[src/core/dma_channel_register_map_consts.vh]
// Constants of the four-channel DMA register map and its channel engine.
// Assumes a word-addressed APB view: byte address = 4 * register index.
`ifndef DMA_CHANNEL_REGISTER_MAP_CONSTS_VH
`define DMA_CHANNEL_REGISTER_MAP_CONSTS_VH

// Register indices (byte address is four times the index)
`define SRC0_IDX      28'h5FFFF40
`define DST0_IDX      28'h5FFFF44
`define CNT0_IDX      28'h5FFFF4A
`define CTL0_IDX      28'h5FFFF4E
`define SRC1_IDX      28'h5FFFF50
`define DST1_IDX      28'h5FFFF54
`define CNT1_IDX      28'h5FFFF5A
`define CTL1_IDX      28'h5FFFF5E
`define SRC2_IDX      28'h5FFFF60
`define DST2_IDX      28'h5FFFF64
`define CNT2_IDX      28'h5FFFF6A
`define CTL2_IDX      28'h5FFFF6E
`define SRC3_IDX      28'h5FFFF70
`define DST3_IDX      28'h5FFFF74
`define CNT3_IDX      28'h5FFFF7A
`define CTL3_IDX      28'h5FFFF7E
`define OPER_IDX      28'h5FFFF48
// Interrupt status (read clears) and mask
`define IRQ_STAT_IDX  28'h5FFFF80
`define IRQ_MASK_IDX  28'h5FFFF84

// Reset values
`define CTL_RST       16'h0000
`define OPER_RST      16'h0000
`define ADDR_RST      32'h00000000
`define CNT_RST       16'h0000
`define IRQ_RST       6'h00

// Channel control fields
`define CC_DE         0
`define CC_TE         1
`define CC_IE         2
`define CC_TS         3
`define CC_RS_LO      8
`define CC_SM_LO      12
`define CC_DM_LO      14
// Bits 7..5 writable on channels 0 and 1 only
`define CC_WR_LIMIT   16'hFF1F

// Shared operation fields
`define OP_DME        0
`define OP_NMIF       1
`define OP_AE         2

// Request source codes
`define RS_EXT_DUAL   4'h0
`define RS_EXT_TOMEM  4'h2
`define RS_EXT_FRMEM  4'h3
`define RS_AUTO       4'hC

// Interrupt status layout
`define IS_AE         4
`define IS_NMI        5

// Idle cycles after each transfer, lets a released request settle
`define GAP_CYCLES    3'h3

`endif

[src/core/dma_channel_register_map.v]
// Four-channel DMA register map with a simple channel engine and APB slave.
// Assumes APB with pstrb, one clock, external request pins asynchronous.
//
// Summary of operation
// Only channels 0 and 1 take an external request pin from the peripheral.
// Channels 0 and 1 drive an acknowledge pin answering their request pin.
// Seventeen registers: four per channel plus one shared operation register.
// Channel control bit 1 is a flag cleared by writing zero only.
// Operation register bits 1 and 2 are flags cleared by writing zero only.
// Software uses word or longword access for address and count registers.
// Byte reads of address and count registers give undefined data.
// Decode index bits 27-24 and 8-0 only; bits 23-9 are ignored.
// Source address is 32-bit read/write and shows the next source address.
// Destination address is 32-bit read/write, shows next destination.
// Single address, peripheral to memory: source address register ignored.
// Single address, memory to peripheral: destination register ignored.
// Address registers carry no meaningful value until software loads them.
// Count register: zero means 65536 transfers, shows remaining count.
// Control and operation registers take byte, word and longword writes.
//
// Our own choice: the APB interface to the registers.
`timescale 1ns/1ps
`include "dma_channel_register_map_consts.vh"

module dma_channel_register_map
(
  // Clock and reset
  input  wire        clk_sys_in,
  input  wire        arst_n_in,
  // APB slave
  input  wire        psel_in,
  input  wire        penable_in,
  input  wire        pwrite_in,
  input  wire [31:0] paddr_in,
  input  wire [31:0] pwdata_in,
  input  wire [3:0]  pstrb_in,
  output reg  [31:0] prdata_out,
  output reg         pready_out,
  output reg         pslverr_out,
  // External peripheral handshake
  input  wire        ext_request_ch0_in,
  input  wire        ext_request_ch1_in,
  output reg         ext_acknowledge_ch0_out,
  output reg         ext_acknowledge_ch1_out,
  // Non-maskable interrupt pin, stops all channels
  input  wire        nmi_in,
  // Interrupt
  output reg         irq_out
);

  ////////////////////////////////////////////////////////////////////////////
  // Bus decode

  localparam ST_IDLE = 2'h0;
  localparam ST_ACK  = 2'h1;
  localparam ST_GAP  = 2'h2;

  wire [27:0] idx = paddr_in[29:2];
  // Completing edge: the one where the master samples pready high
  wire        done_acc = psel_in & penable_in & pready_out;
  wire        wr_acc   = done_acc & pwrite_in;

  // Only the decoded bits take part in the match
  function hit;
    input [27:0] a;
    input [27:0] c;
    begin
      hit = (a[27:24] == c[27:24]) && (a[8:0] == c[8:0]);
    end
  endfunction

  // Byte-lane merge of write data into a register
  function [31:0] merge;
    input [31:0] old;
    input [31:0] wd;
    input [3:0]  st;
    integer      b;
    begin
      merge = old;
      for (b = 0; b < 4; b = b + 1)
        if (st[b])
          merge[b*8 +: 8] = wd[b*8 +: 8];
    end
  endfunction

  ////////////////////////////////////////////////////////////////////////////
  // Shared state

  reg  [15:0]  oper_q;
  reg  [5:0]   stat_q;
  reg  [5:0]   mask_q;
  reg  [5:0]   rd_snap_q;
  reg  [1:0]   state_q;
  reg  [1:0]   cur_q;
  reg  [2:0]   gap_q;
  reg  [1:0]   req_s1_q;
  reg  [1:0]   req_s2_q;
  reg          nmi_s1_q;
  reg          nmi_s2_q;
  reg          nmi_s3_q;

  wire [127:0] src_all;
  wire [127:0] dst_all;
  wire [63:0]  cnt_all;
  wire [63:0]  ctl_all;
  wire [3:0]   ready;
  wire [3:0]   bad_mode;
  wire [3:0]   te_set;
  wire [3:0]   is_ext;
  wire [3:0]   dreq = {2'b00, req_s2_q};

  wire sel_oper = hit(idx, `OPER_IDX);
  wire sel_stat = hit(idx, `IRQ_STAT_IDX);
  wire sel_mask = hit(idx, `IRQ_MASK_IDX);
  wire run_ok   = oper_q[`OP_DME] & ~oper_q[`OP_NMIF] & ~oper_q[`OP_AE];
  wire nmi_rise = nmi_s2_q & ~nmi_s3_q;

  ////////////////////////////////////////////////////////////////////////////
  // Per-channel registers

  genvar ch;
  generate
    for (ch = 0; ch < 4; ch = ch + 1)
    begin : g_ch
      localparam [27:0] SRC_I  = (ch == 0) ? `SRC0_IDX :
                                 (ch == 1) ? `SRC1_IDX :
                                 (ch == 2) ? `SRC2_IDX : `SRC3_IDX;
      localparam [27:0] DST_I  = (ch == 0) ? `DST0_IDX :
                                 (ch == 1) ? `DST1_IDX :
                                 (ch == 2) ? `DST2_IDX : `DST3_IDX;
      localparam [27:0] CNT_I  = (ch == 0) ? `CNT0_IDX :
                                 (ch == 1) ? `CNT1_IDX :
                                 (ch == 2) ? `CNT2_IDX : `CNT3_IDX;
      localparam [27:0] CTL_I  = (ch == 0) ? `CTL0_IDX :
                                 (ch == 1) ? `CTL1_IDX :
                                 (ch == 2) ? `CTL2_IDX : `CTL3_IDX;
      localparam [15:0] WMASK  = (ch < 2) ? 16'hFFFF : `CC_WR_LIMIT;

      reg  [31:0] src_q;
      reg  [31:0] dst_q;
      reg  [15:0] cnt_q;
      reg  [15:0] ctl_q;

      wire [3:0]  rs   = ctl_q[`CC_RS_LO +: 4];
      wire [1:0]  sm   = ctl_q[`CC_SM_LO +: 2];
      wire [1:0]  dm   = ctl_q[`CC_DM_LO +: 2];
      wire [31:0] step = ctl_q[`CC_TS] ? 32'h00000002 : 32'h00000001;
      wire        ext  = (rs == `RS_EXT_DUAL) || (rs == `RS_EXT_TOMEM) ||
                         (rs == `RS_EXT_FRMEM);
      // Illegal increment codes raise an address error instead of a move
      wire        bad  = (sm == 2'h3) || (dm == 2'h3);
      wire        req  = (ext && dreq[ch]) || (rs == `RS_AUTO);
      wire        xfer = (state_q == ST_ACK) && (cur_q == ch);
      wire        last = xfer && (cnt_q == 16'h0001);
      wire [31:0] cc_m = merge({16'h0000, ctl_q}, pwdata_in, pstrb_in);
      wire [31:0] tc_m = merge({16'h0000, cnt_q}, pwdata_in, pstrb_in);
      wire [15:0] cc_w = cc_m[15:0] & WMASK;

      assign is_ext[ch]   = ext && (ch < 2);
      assign ready[ch]    = run_ok & ctl_q[`CC_DE] & ~ctl_q[`CC_TE] &
                            req & ~bad;
      assign bad_mode[ch] = run_ok & ctl_q[`CC_DE] & ~ctl_q[`CC_TE] &
                            req & bad;
      assign te_set[ch]   = last;
      assign src_all[ch*32 +: 32] = src_q;
      assign dst_all[ch*32 +: 32] = dst_q;
      assign cnt_all[ch*16 +: 16] = cnt_q;
      assign ctl_all[ch*16 +: 16] = ctl_q;

      // Software write wins over the engine's address and count update
      always @(posedge clk_sys_in or negedge arst_n_in)
      begin
        if (!arst_n_in)
        begin
          src_q <= `ADDR_RST;
          dst_q <= `ADDR_RST;
          cnt_q <= `CNT_RST;
          ctl_q <= `CTL_RST;
        end
        else
        begin
          if (wr_acc && hit(idx, SRC_I))
            src_q <= merge(src_q, pwdata_in, pstrb_in);
          else if (xfer && rs != `RS_EXT_TOMEM && sm == 2'h1)
            src_q <= src_q + step;
          else if (xfer && rs != `RS_EXT_TOMEM && sm == 2'h2)
            src_q <= src_q - step;
          if (wr_acc && hit(idx, DST_I))
            dst_q <= merge(dst_q, pwdata_in, pstrb_in);
          else if (xfer && rs != `RS_EXT_FRMEM && dm == 2'h1)
            dst_q <= dst_q + step;
          else if (xfer && rs != `RS_EXT_FRMEM && dm == 2'h2)
            dst_q <= dst_q - step;
          // Byte writes store the lane given; contents then undefined
          if (wr_acc && hit(idx, CNT_I))
            cnt_q <= tc_m[15:0];
          else if (xfer)
            cnt_q <= cnt_q - 16'h0001;
          if (wr_acc && hit(idx, CTL_I))
          begin
            ctl_q <= cc_w;
            // Zero clears the flag, one keeps it; a new set still wins
            ctl_q[`CC_TE] <= last |
                             (ctl_q[`CC_TE] & cc_w[`CC_TE]);
          end
          else if (last)
            ctl_q[`CC_TE] <= 1'b1;
        end
      end
    end
  endgenerate

  ////////////////////////////////////////////////////////////////////////////
  // Pin synchronisers

  always @(posedge clk_sys_in or negedge arst_n_in)
  begin
    if (!arst_n_in)
    begin
      req_s1_q <= 2'h0;
      req_s2_q <= 2'h0;
      nmi_s1_q <= 1'b0;
      nmi_s2_q <= 1'b0;
      nmi_s3_q <= 1'b0;
    end
    else
    begin
      req_s1_q <= {ext_request_ch1_in, ext_request_ch0_in};
      req_s2_q <= req_s1_q;
      nmi_s1_q <= nmi_in;
      nmi_s2_q <= nmi_s1_q;
      nmi_s3_q <= nmi_s2_q;
    end
  end

  ////////////////////////////////////////////////////////////////////////////
  // Transfer engine: fixed priority, channel 0 highest

  reg [1:0] pick;
  always @*
  begin
    pick = 2'h0;
    if (ready[3]) pick = 2'h3;
    if (ready[2]) pick = 2'h2;
    if (ready[1]) pick = 2'h1;
    if (ready[0]) pick = 2'h0;
  end

  // One transfer per pass; the gap lets the peripheral drop its request
  always @(posedge clk_sys_in or negedge arst_n_in)
  begin
    if (!arst_n_in)
    begin
      state_q                 <= ST_IDLE;
      cur_q                   <= 2'h0;
      gap_q                   <= 3'h0;
      ext_acknowledge_ch0_out <= 1'b0;
      ext_acknowledge_ch1_out <= 1'b0;
    end
    else
    begin
      ext_acknowledge_ch0_out <= 1'b0;
      ext_acknowledge_ch1_out <= 1'b0;
      case (state_q)
        ST_IDLE:
          if (|ready)
          begin
            state_q                 <= ST_ACK;
            cur_q                   <= pick;
            ext_acknowledge_ch0_out <= (pick == 2'h0) & is_ext[0];
            ext_acknowledge_ch1_out <= (pick == 2'h1) & is_ext[1];
          end
        ST_ACK:
        begin
          state_q <= ST_GAP;
          gap_q   <= `GAP_CYCLES;
        end
        ST_GAP:
        begin
          gap_q <= gap_q - 3'h1;
          if (gap_q == 3'h1)
            state_q <= ST_IDLE;
        end
        default:
          state_q <= ST_IDLE;
      endcase
    end
  end

  ////////////////////////////////////////////////////////////////////////////
  // Shared operation, interrupt status and mask

  wire [31:0] op_m = merge({16'h0000, oper_q}, pwdata_in, pstrb_in);
  wire [15:0] op_w = op_m[15:0];
  wire [5:0]  ev   = {nmi_rise, |bad_mode, te_set &
                      {ctl_all[48 + `CC_IE], ctl_all[32 + `CC_IE],
                       ctl_all[16 + `CC_IE], ctl_all[`CC_IE]}};
  // Only bits seen by the completing read are cleared, new events stay
  wire [5:0]  stat_d = (stat_q & ~((done_acc & ~pwrite_in & sel_stat) ?
                       rd_snap_q : 6'h00)) | ev;

  always @(posedge clk_sys_in or negedge arst_n_in)
  begin
    if (!arst_n_in)
    begin
      oper_q  <= `OPER_RST;
      stat_q  <= `IRQ_RST;
      mask_q  <= `IRQ_RST;
      irq_out <= 1'b0;
    end
    else
    begin
      if (wr_acc && sel_oper)
      begin
        oper_q            <= op_w;
        oper_q[`OP_NMIF]  <= nmi_rise |
                             (oper_q[`OP_NMIF] & op_w[`OP_NMIF]);
        oper_q[`OP_AE]    <= (|bad_mode) |
                             (oper_q[`OP_AE] & op_w[`OP_AE]);
      end
      else
      begin
        if (nmi_rise)
          oper_q[`OP_NMIF] <= 1'b1;
        if (|bad_mode)
          oper_q[`OP_AE] <= 1'b1;
      end
      if (wr_acc && sel_mask)
        mask_q <= pwdata_in[5:0];
      stat_q  <= stat_d;
      irq_out <= |(stat_d & mask_q);
    end
  end

  ////////////////////////////////////////////////////////////////////////////
  // APB read mux and one-wait-state answer

  reg [31:0] rd_d;
  reg        map_d;
  reg [27:0] base;
  integer    k;
  always @*
  begin
    rd_d  = 32'h00000000;
    base  = 28'h0000000;
    map_d = sel_oper | sel_stat | sel_mask;
    if (sel_oper) rd_d = {16'h0000, oper_q};
    if (sel_stat) rd_d = {26'h0000000, stat_q};
    if (sel_mask) rd_d = {26'h0000000, mask_q};
    // Seventeen mapped registers plus interrupt pair
    for (k = 0; k < 4; k = k + 1)
    begin
      base = `SRC0_IDX + {22'h000000, k[1:0], 4'h0};
      if (hit(idx, base))
      begin
        rd_d  = src_all[k*32 +: 32];
        map_d = 1'b1;
      end
      if (hit(idx, base + 28'h0000004))
      begin
        rd_d  = dst_all[k*32 +: 32];
        map_d = 1'b1;
      end
      if (hit(idx, base + 28'h000000A))
      begin
        rd_d  = {16'h0000, cnt_all[k*16 +: 16]};
        map_d = 1'b1;
      end
      if (hit(idx, base + 28'h000000E))
      begin
        rd_d  = {16'h0000, ctl_all[k*16 +: 16]};
        map_d = 1'b1;
      end
    end
  end

  always @(posedge clk_sys_in or negedge arst_n_in)
  begin
    if (!arst_n_in)
    begin
      pready_out  <= 1'b0;
      pslverr_out <= 1'b0;
      prdata_out  <= 32'h00000000;
      rd_snap_q   <= 6'h00;
    end
    else
    begin
      pready_out  <= psel_in & penable_in & ~pready_out;
      pslverr_out <= psel_in & penable_in & ~pready_out & ~map_d;
      if (psel_in & penable_in & ~pready_out)
      begin
        prdata_out <= pwrite_in ? 32'h00000000 : rd_d;
        rd_snap_q  <= stat_q;
      end
    end
  end

endmodule // dma_channel_register_map

[config.mk]
export PLATFORM = sky130hd
export DESIGN_NAME = dma_channel_register_map
export DESIGN_NICKNAME = d
export VERILOG_FILES = /design/src/core/dma_channel_register_map.v
export VERILOG_INCLUDE_DIRS = /design/src /design/src/core
export SDC_FILE = /design/constraint.sdc
export NUM_CORES = 2
export LEC_CHECK = 0
export ABC_AREA = 0
export BUFFER_PORTS_ARGS = -buffer_cell sky130_fd_sc_hd__buf_2
export CAP_MARGIN = 30
export CORE_UTILIZATION = 60
export CTS_BUF_LIST = sky130_fd_sc_hd__clkbuf_8
export DETAILED_ROUTE_END_ITERATION = 8
export HOLD_SLACK_MARGIN = 0.08
export PLACE_DENSITY = 0.78
export SYNTH_ARGS = -nofsm -noshare
export SYNTH_HDL_FRONTEND = slang
export SYNTH_SLANG_ARGS = --single-unit
export TNS_END_PERCENT = 20
[constraint.sdc]
create_clock -name clk_sys_in -period 5.2 [get_ports clk_sys_in]
set_input_delay 1.3 -clock clk_sys_in [delete_from_list [all_inputs] [get_ports clk_sys_in]]
set_output_delay 1.3 -clock clk_sys_in [all_outputs]
set_load 0.01 [all_outputs]
* After elaboration in Yosys (flattened, before gate mapping)
Cells that the tools add are included.
** Cells by class
- Reduce and logical (&&, ||, !) cells :: 160
- Equal/unequal tests :: 113
- Multiplexer cells :: 105
- Add/subtract/negate cells :: 21
- Bitwise operators :: 65
** Operator list (count)
- $mux W32 :: 41
- $add A32 B2 Y32 :: 8
- $sub A32 B2 Y32 :: 8
- $mux W16 :: 11
- $eq A9 B9 Y1 const B :: 19
- $reduce_and A2 Y1 :: 52
- $ne A2 B2 Y1 const B :: 42
- $logic_and A1 B1 Y1 :: 71
- $eq A16 B1 Y1 const B :: 4
- $sub A16 B1 Y16 const B :: 4
- $and A1 B1 Y1 :: 38
- $eq A2 B2 Y1 const B :: 19
- $mux W8 :: 4
- $ne A4 B2 Y1 const B :: 8
- $mux W1 :: 30
- $mux W2 :: 15
- $reduce_bool A3 Y1 :: 8
- $eq A2 B1 Y1 const B :: 11
- $reduce_bool A2 Y1 :: 11
- $eq A4 B2 Y1 const B :: 4
- $eq A4 B4 Y1 const B :: 4
- $not A1 Y1 :: 14
- $and A6 B6 Y6 :: 2
- $logic_or A1 B1 Y1 :: 10
- other kinds (15) :: 26
** Word-level totals
- Input port bits :: 76
- Word-level logic and storage cells :: 537
- Register bits :: 463
- Output and inout port bits :: 37

* Depth between registers and ports, before layout
- Depth in word-level cells :: 22
- Depth in mapped cells :: 18
- Gate-level depth less buffers :: 18

* Worst setup path before layout
OpenSTA, ideal clock, no wires.
- Path type :: reg2reg
- Start :: register state_q[1]
- End :: register g_ch[2].src_q[28]
- Clock period less this slack :: 4.573 ns
- Setup time :: 0.131 ns
- Slack :: 0.627 ns
- Data required time :: 5.069 ns
- Arrival :: 4.442 ns
- Buffers on the path :: 0
- Cell stages (with the launch flop) :: 19
- Cells stage by stage :: dfrtp_1 > inv_1 > ha_1 > nand2_1 > nor2_1 > o21ai_0 > or3b_2 > nand2b_1 > fa_1 > a21oi_1 > o22ai_1 > o22ai_2 > o21ai_2 > a221oi_4 > o31ai_1 > o41a_1 > o41ai_2 > mux2i_1 > a211oi_2
** On the way
- Word-level cells in the longest chain between the ends :: 6
** RTL lines
- start, declared :: RTL line dma_channel_register_map.v:93 : reg [1:0] state_q;
- start signal, assigned :: RTL line dma_channel_register_map.v:254 : state_q <= ST_IDLE;
- start signal, assigned :: RTL line dma_channel_register_map.v:268 : state_q <= ST_ACK;
- start signal, assigned :: RTL line dma_channel_register_map.v:275 : state_q <= ST_GAP;
- $eq A2 B1 Y1 (*) :: RTL line dma_channel_register_map.v:153 : wire xfer = (state_q == ST_ACK) && (cur_q == ch);
- $logic_and A1 B1 Y1 (*) :: RTL line dma_channel_register_map.v:153
- $logic_and A1 B1 Y1 (no source line) (*)
- $logic_and A1 B1 Y1, on equally long branches :: RTL line dma_channel_register_map.v:184, dma_channel_register_map.v:186
- $reduce_bool A3 Y1 (no source line) or $mux W32 (tied branches)
- $reduce_and A2 Y1 (no source line) or $mux W32 (tied branches)
- end signal, assigned :: RTL line dma_channel_register_map.v:183 : src_q <= merge(src_q, pwdata_in, pstrb_in);
- end signal, assigned :: RTL line dma_channel_register_map.v:185 : src_q <= src_q + step;
- end signal, assigned :: RTL line dma_channel_register_map.v:187 : src_q <= src_q - step;
- end, declared :: RTL line dma_channel_register_map.v:139 : reg [31:0] src_q;
Mark *: on every way between the ends. The rest lies on a longest branch, timed or not.
A chain may end at the register's enable or synchronous reset.

* Worst setup path after layout
- Start :: register state_q[1]
- End :: register g_ch[1].dst_q[31]
** On the way
- Word-level cells in the longest chain between the ends :: 6
** RTL lines
- $eq A2 B1 Y1 (*) :: RTL line dma_channel_register_map.v:153
- $logic_and A1 B1 Y1 (*) :: RTL line dma_channel_register_map.v:153
- $logic_and A1 B1 Y1 (no source line) (*)
- $logic_and A1 B1 Y1, on equally long branches :: RTL line dma_channel_register_map.v:190, dma_channel_register_map.v:192
- $reduce_bool A3 Y1 (no source line) or $mux W32 (tied branches)
- $reduce_and A2 Y1 (no source line) or $mux W32 (tied branches)
- end signal, assigned :: RTL line dma_channel_register_map.v:189 : dst_q <= merge(dst_q, pwdata_in, pstrb_in);
- end signal, assigned :: RTL line dma_channel_register_map.v:191 : dst_q <= dst_q + step;
- end signal, assigned :: RTL line dma_channel_register_map.v:193 : dst_q <= dst_q - step;
- end, declared :: RTL line dma_channel_register_map.v:140 : reg [31:0] dst_q;
Marked as above.

==> flow_metrics.env <==
export IMPL_cts_tree="built"
export IMPL_synth_area_leaders="dfrtp_1 (32%), ha_1 (8.9%), a21oi_1 (6.6%)"
export IMPL_fin_crit_ps=4940
export IMPL_start_util_pct=60.7
export IMPL_ys_seq_area_share_pct=31.7
export IMPL_ios=113
export IMPL_rows=90
export IMPL_antenna_found_initial=11
export IMPL_grt_pass1_vias=33900
export IMPL_critPathKind="reg2reg"
export IMPL_drc_errors=0
export IMPL_grt_pass1_wl_um=199000
export IMPL_stdcell_area_mm2=0.0401
export IMPL_grt_start_max_net_pins=106
export IMPL_drt_initial_drc_count=4228
export IMPL_overflow=0
export IMPL_clk_pin_slew_ps=60
export IMPL_die_area_mm2=0.0620
export IMPL_cts_htree_levels=3
export IMPL_synth_flop_cell="dfrtp_1"
export IMPL_p_leak_nw=17.9
export IMPL_layout_area_overhead_vs_synth_pct=9.70
export IMPL_hold_buffers=0
export IMPL_slew_headroom_pct=26.8
export IMPL_worstMarginPinSlew_ps=1090
export IMPL_core_mm2=0.0602
export IMPL_synth_nets=4891
export IMPL_grt_use_total_pct=41.4
export IMPL_synth_top_cell_by_area="dfrtp_1"
export IMPL_wl_um=131000
export IMPL_rsz0062_at_grt="yes"
export IMPL_synth_seq_cells=463
export IMPL_fp_dieW_um=249
export IMPL_routedWlPerCell_um=23.7
export IMPL_dpl_cell_area_mm2=0.0383
export IMPL_synth_edf_count=0
export IMPL_drive_gt1_share_pct=10.8
export IMPL_antenna_left=0
export IMPL_hold_path_class="reg2reg"
export IMPL_timing_fmax_ghz=0.203
export IMPL_path_max_fanout=29
export IMPL_io_buffers=93
export IMPL_worstPathRequired_ps=5790
export IMPL_setup_viol=0
export IMPL_numClockSinks=463
export IMPL_synth_warnings=0
export IMPL_viasPerCell=6.69
export IMPL_yosysTopAreaCellShare_pct=31.7
export IMPL_netlist_instances=4546
export IMPL_critPathLaunchType="register"
export IMPL_synth_avg_cell_area_um2=8.05
export IMPL_numCtsBuffers=84
export IMPL_critPathCaptureType="register"
export IMPL_drv_slew=0
export IMPL_utilization_pct=66.6
export IMPL_outcome="finished, final reports clean"
export IMPL_cts_root_buffer="clkbuf_8"
export IMPL_cp_arrival_ps=5530
export IMPL_finClkSkew_ps=27.9
export IMPL_hold_path_cell_count=0
export IMPL_nets=5002
export IMPL_num_fill_cells=5167
export IMPL_yosysMostFrequentCell="nand2_1"
export IMPL_synthDistinctLibCells=99
export IMPL_hold_viol_final=0
export IMPL_insertion_delay_ps=740
export IMPL_firstDrtPassIters=9
export IMPL_setup_tns_ps=0
export IMPL_synth_commonest_cells="nand2_1 (566), nor2_1 (496), a21oi_1 (479)"
export IMPL_r2r_cells=19
export IMPL_vias=36800
export IMPL_synthesis_area_mm2=0.0366
export IMPL_power_density_mw_per_mm2=188
export IMPL_finalCritPeriodShare_pct=94.9
export IMPL_cap_viol_max_count=0
export IMPL_die_h_um=249
export IMPL_hpwl_um=95300
export IMPL_place_gp_congestion=1.01
export IMPL_clockBufferDepth=3
export IMPL_async_flop_share_pct=100
export IMPL_ir_drop_v=0.000219
==> power by group <==
part | switching [W] | internal [W] | total, W | leakage (nW)
Clock | 0.00170 | 0.00187 | 0.00358 | 0.961
Combinational | 0.000295 | 0.0000586 | 0.000353 | 11.5
Sequential | 0.0000116 | 0.00361 | 0.00363 | 5.39
==> path summary, 6_finish.rpt <==
kind                                  start                end  slack [ps]
worst min-delay path            req_s1_q[1]        req_s2_q[1]         350
max in group asynchronous         arst_n_in     prdata_out[26]        3550
min in group asynchronous         arst_n_in  g_ch[0].dst_q[27]         640
worst max-delay path             state_q[1]  g_ch[1].dst_q[31]         260
worst max register to register   state_q[1]  g_ch[1].dst_q[31]         260
worst min register to register  req_s1_q[1]        req_s2_q[1]         350
==> per-stage QoR <==
stage / total power [W] / hold WS [ps] / setup slack (ps) / instances
after CTS: 0.00755 / 354 / 54.0 / 5489
after floorplan: 0.00379 / 331 / 627 / 4546
after global placement: 0.00403 / 336 / 143 / 5345
after global routing: 0.00773 / 357 / -13.8 / 5498
final: 0.00756 / 353 / 263 / 5500
after detailed placement: 0.00403 / 338 / 23.5 / 5345
==> critical path: stages, from the launching register on <==
cell	delay [ps]
dfrtp_1	380
inv_1	90
ha_1	230
buf_4	170
nand3b_1	230
a31oi_1	350
and3b_1	230
inv_1	70
buf_4	250
ha_1	450
nand4_1	200
or3_1	380
a211oi_1	520
o211ai_1	210
a21oi_1	220
a41oi_1	180
a31oi_1	220
xnor2_1	170
a21oi_1	90
a2bb2oi_1	150
==> state kept, by name (all words and copies together), names as in the netlist, 2 cells and up <==
name / count
stat_q: 6
g_ch.src_q: 128
prdata_out: 32
g_ch.cnt_q: 64
mask_q: 6
gap_q: 3
req_s2_q: 2
g_ch.ctl_q: 58
state_q: 2
g_ch.dst_q: 128
cur_q: 2
req_s1_q: 2
rd_snap_q: 6
oper_q: 16
==> metal layers <==
metal	part of all wire [%]	track usage [%]
met1	41	56.3
met2	43	61.2
met3	11	10.2
met4	5.3	20.9
met5	0.031	0
==> timing repair <==
action,CTS,global route
endpoints found under the setup margin,1,24
gates cloned,1,0
endpoints found under the hold margin,0,0
buffers inserted,0,5
resized for setup,3,19
pin swaps,1,2
==> kinds of logic after synthesis <==
kind of cell / synth area share [%]
xor gates and xnor gates: 4.91
DFF: 31.7
and+or+nand+nor: 19.4
muxes: 4.32
buffers and inverters: 3.15
AOI/OAI and AO/OA: 27.2
adders and majority gates: 9.37
==> cells in the final DEF (no fill, tap or decap), types with 32 or more instances in the layout <==
master / instances
nand2_1: 566
nor2_1: 489
a21oi_1: 478
dfrtp_1: 463
o21ai_0: 459
ha_1: 261
buf_4: 124
xnor2_1: 123
inv_1: 113
clkbuf_8: 106
a21o_1: 100
nor3_1: 95
buf_2: 92
nand3_1: 90
xor2_1: 82
mux2_2: 79
a31oi_1: 71
mux2i_1: 69
nand2b_1: 54
and3_1: 51
a211oi_1: 46
or3_1: 45
o21a_1: 44
a222oi_1: 42
o21bai_1: 42
o22ai_1: 32
==> final cells by class <==
| type | instances | area, um2 | share of cell area [%] |
|---|---|---|---|
| Multi-Input combinational cell | 3791 | 24000 | 59.7 |
| Sequential cell | 463 | 11600 | 28.9 |
| Timing Repair Buffer | 226 | 1570 | 3.92 |
| Clock buffer | 105 | 1450 | 3.60 |
| Tap cell | 782 | 978 | 2.44 |
| Inverter | 90 | 342 | 0.851 |
| Clock inverter | 38 | 235 | 0.586 |
| Antenna cell | 4 | 10.0 | 0.0249 |
| Timing Repair inverter | 1 | 7.51 | 0.0187 |
Power figures use the tool's default switching activity.
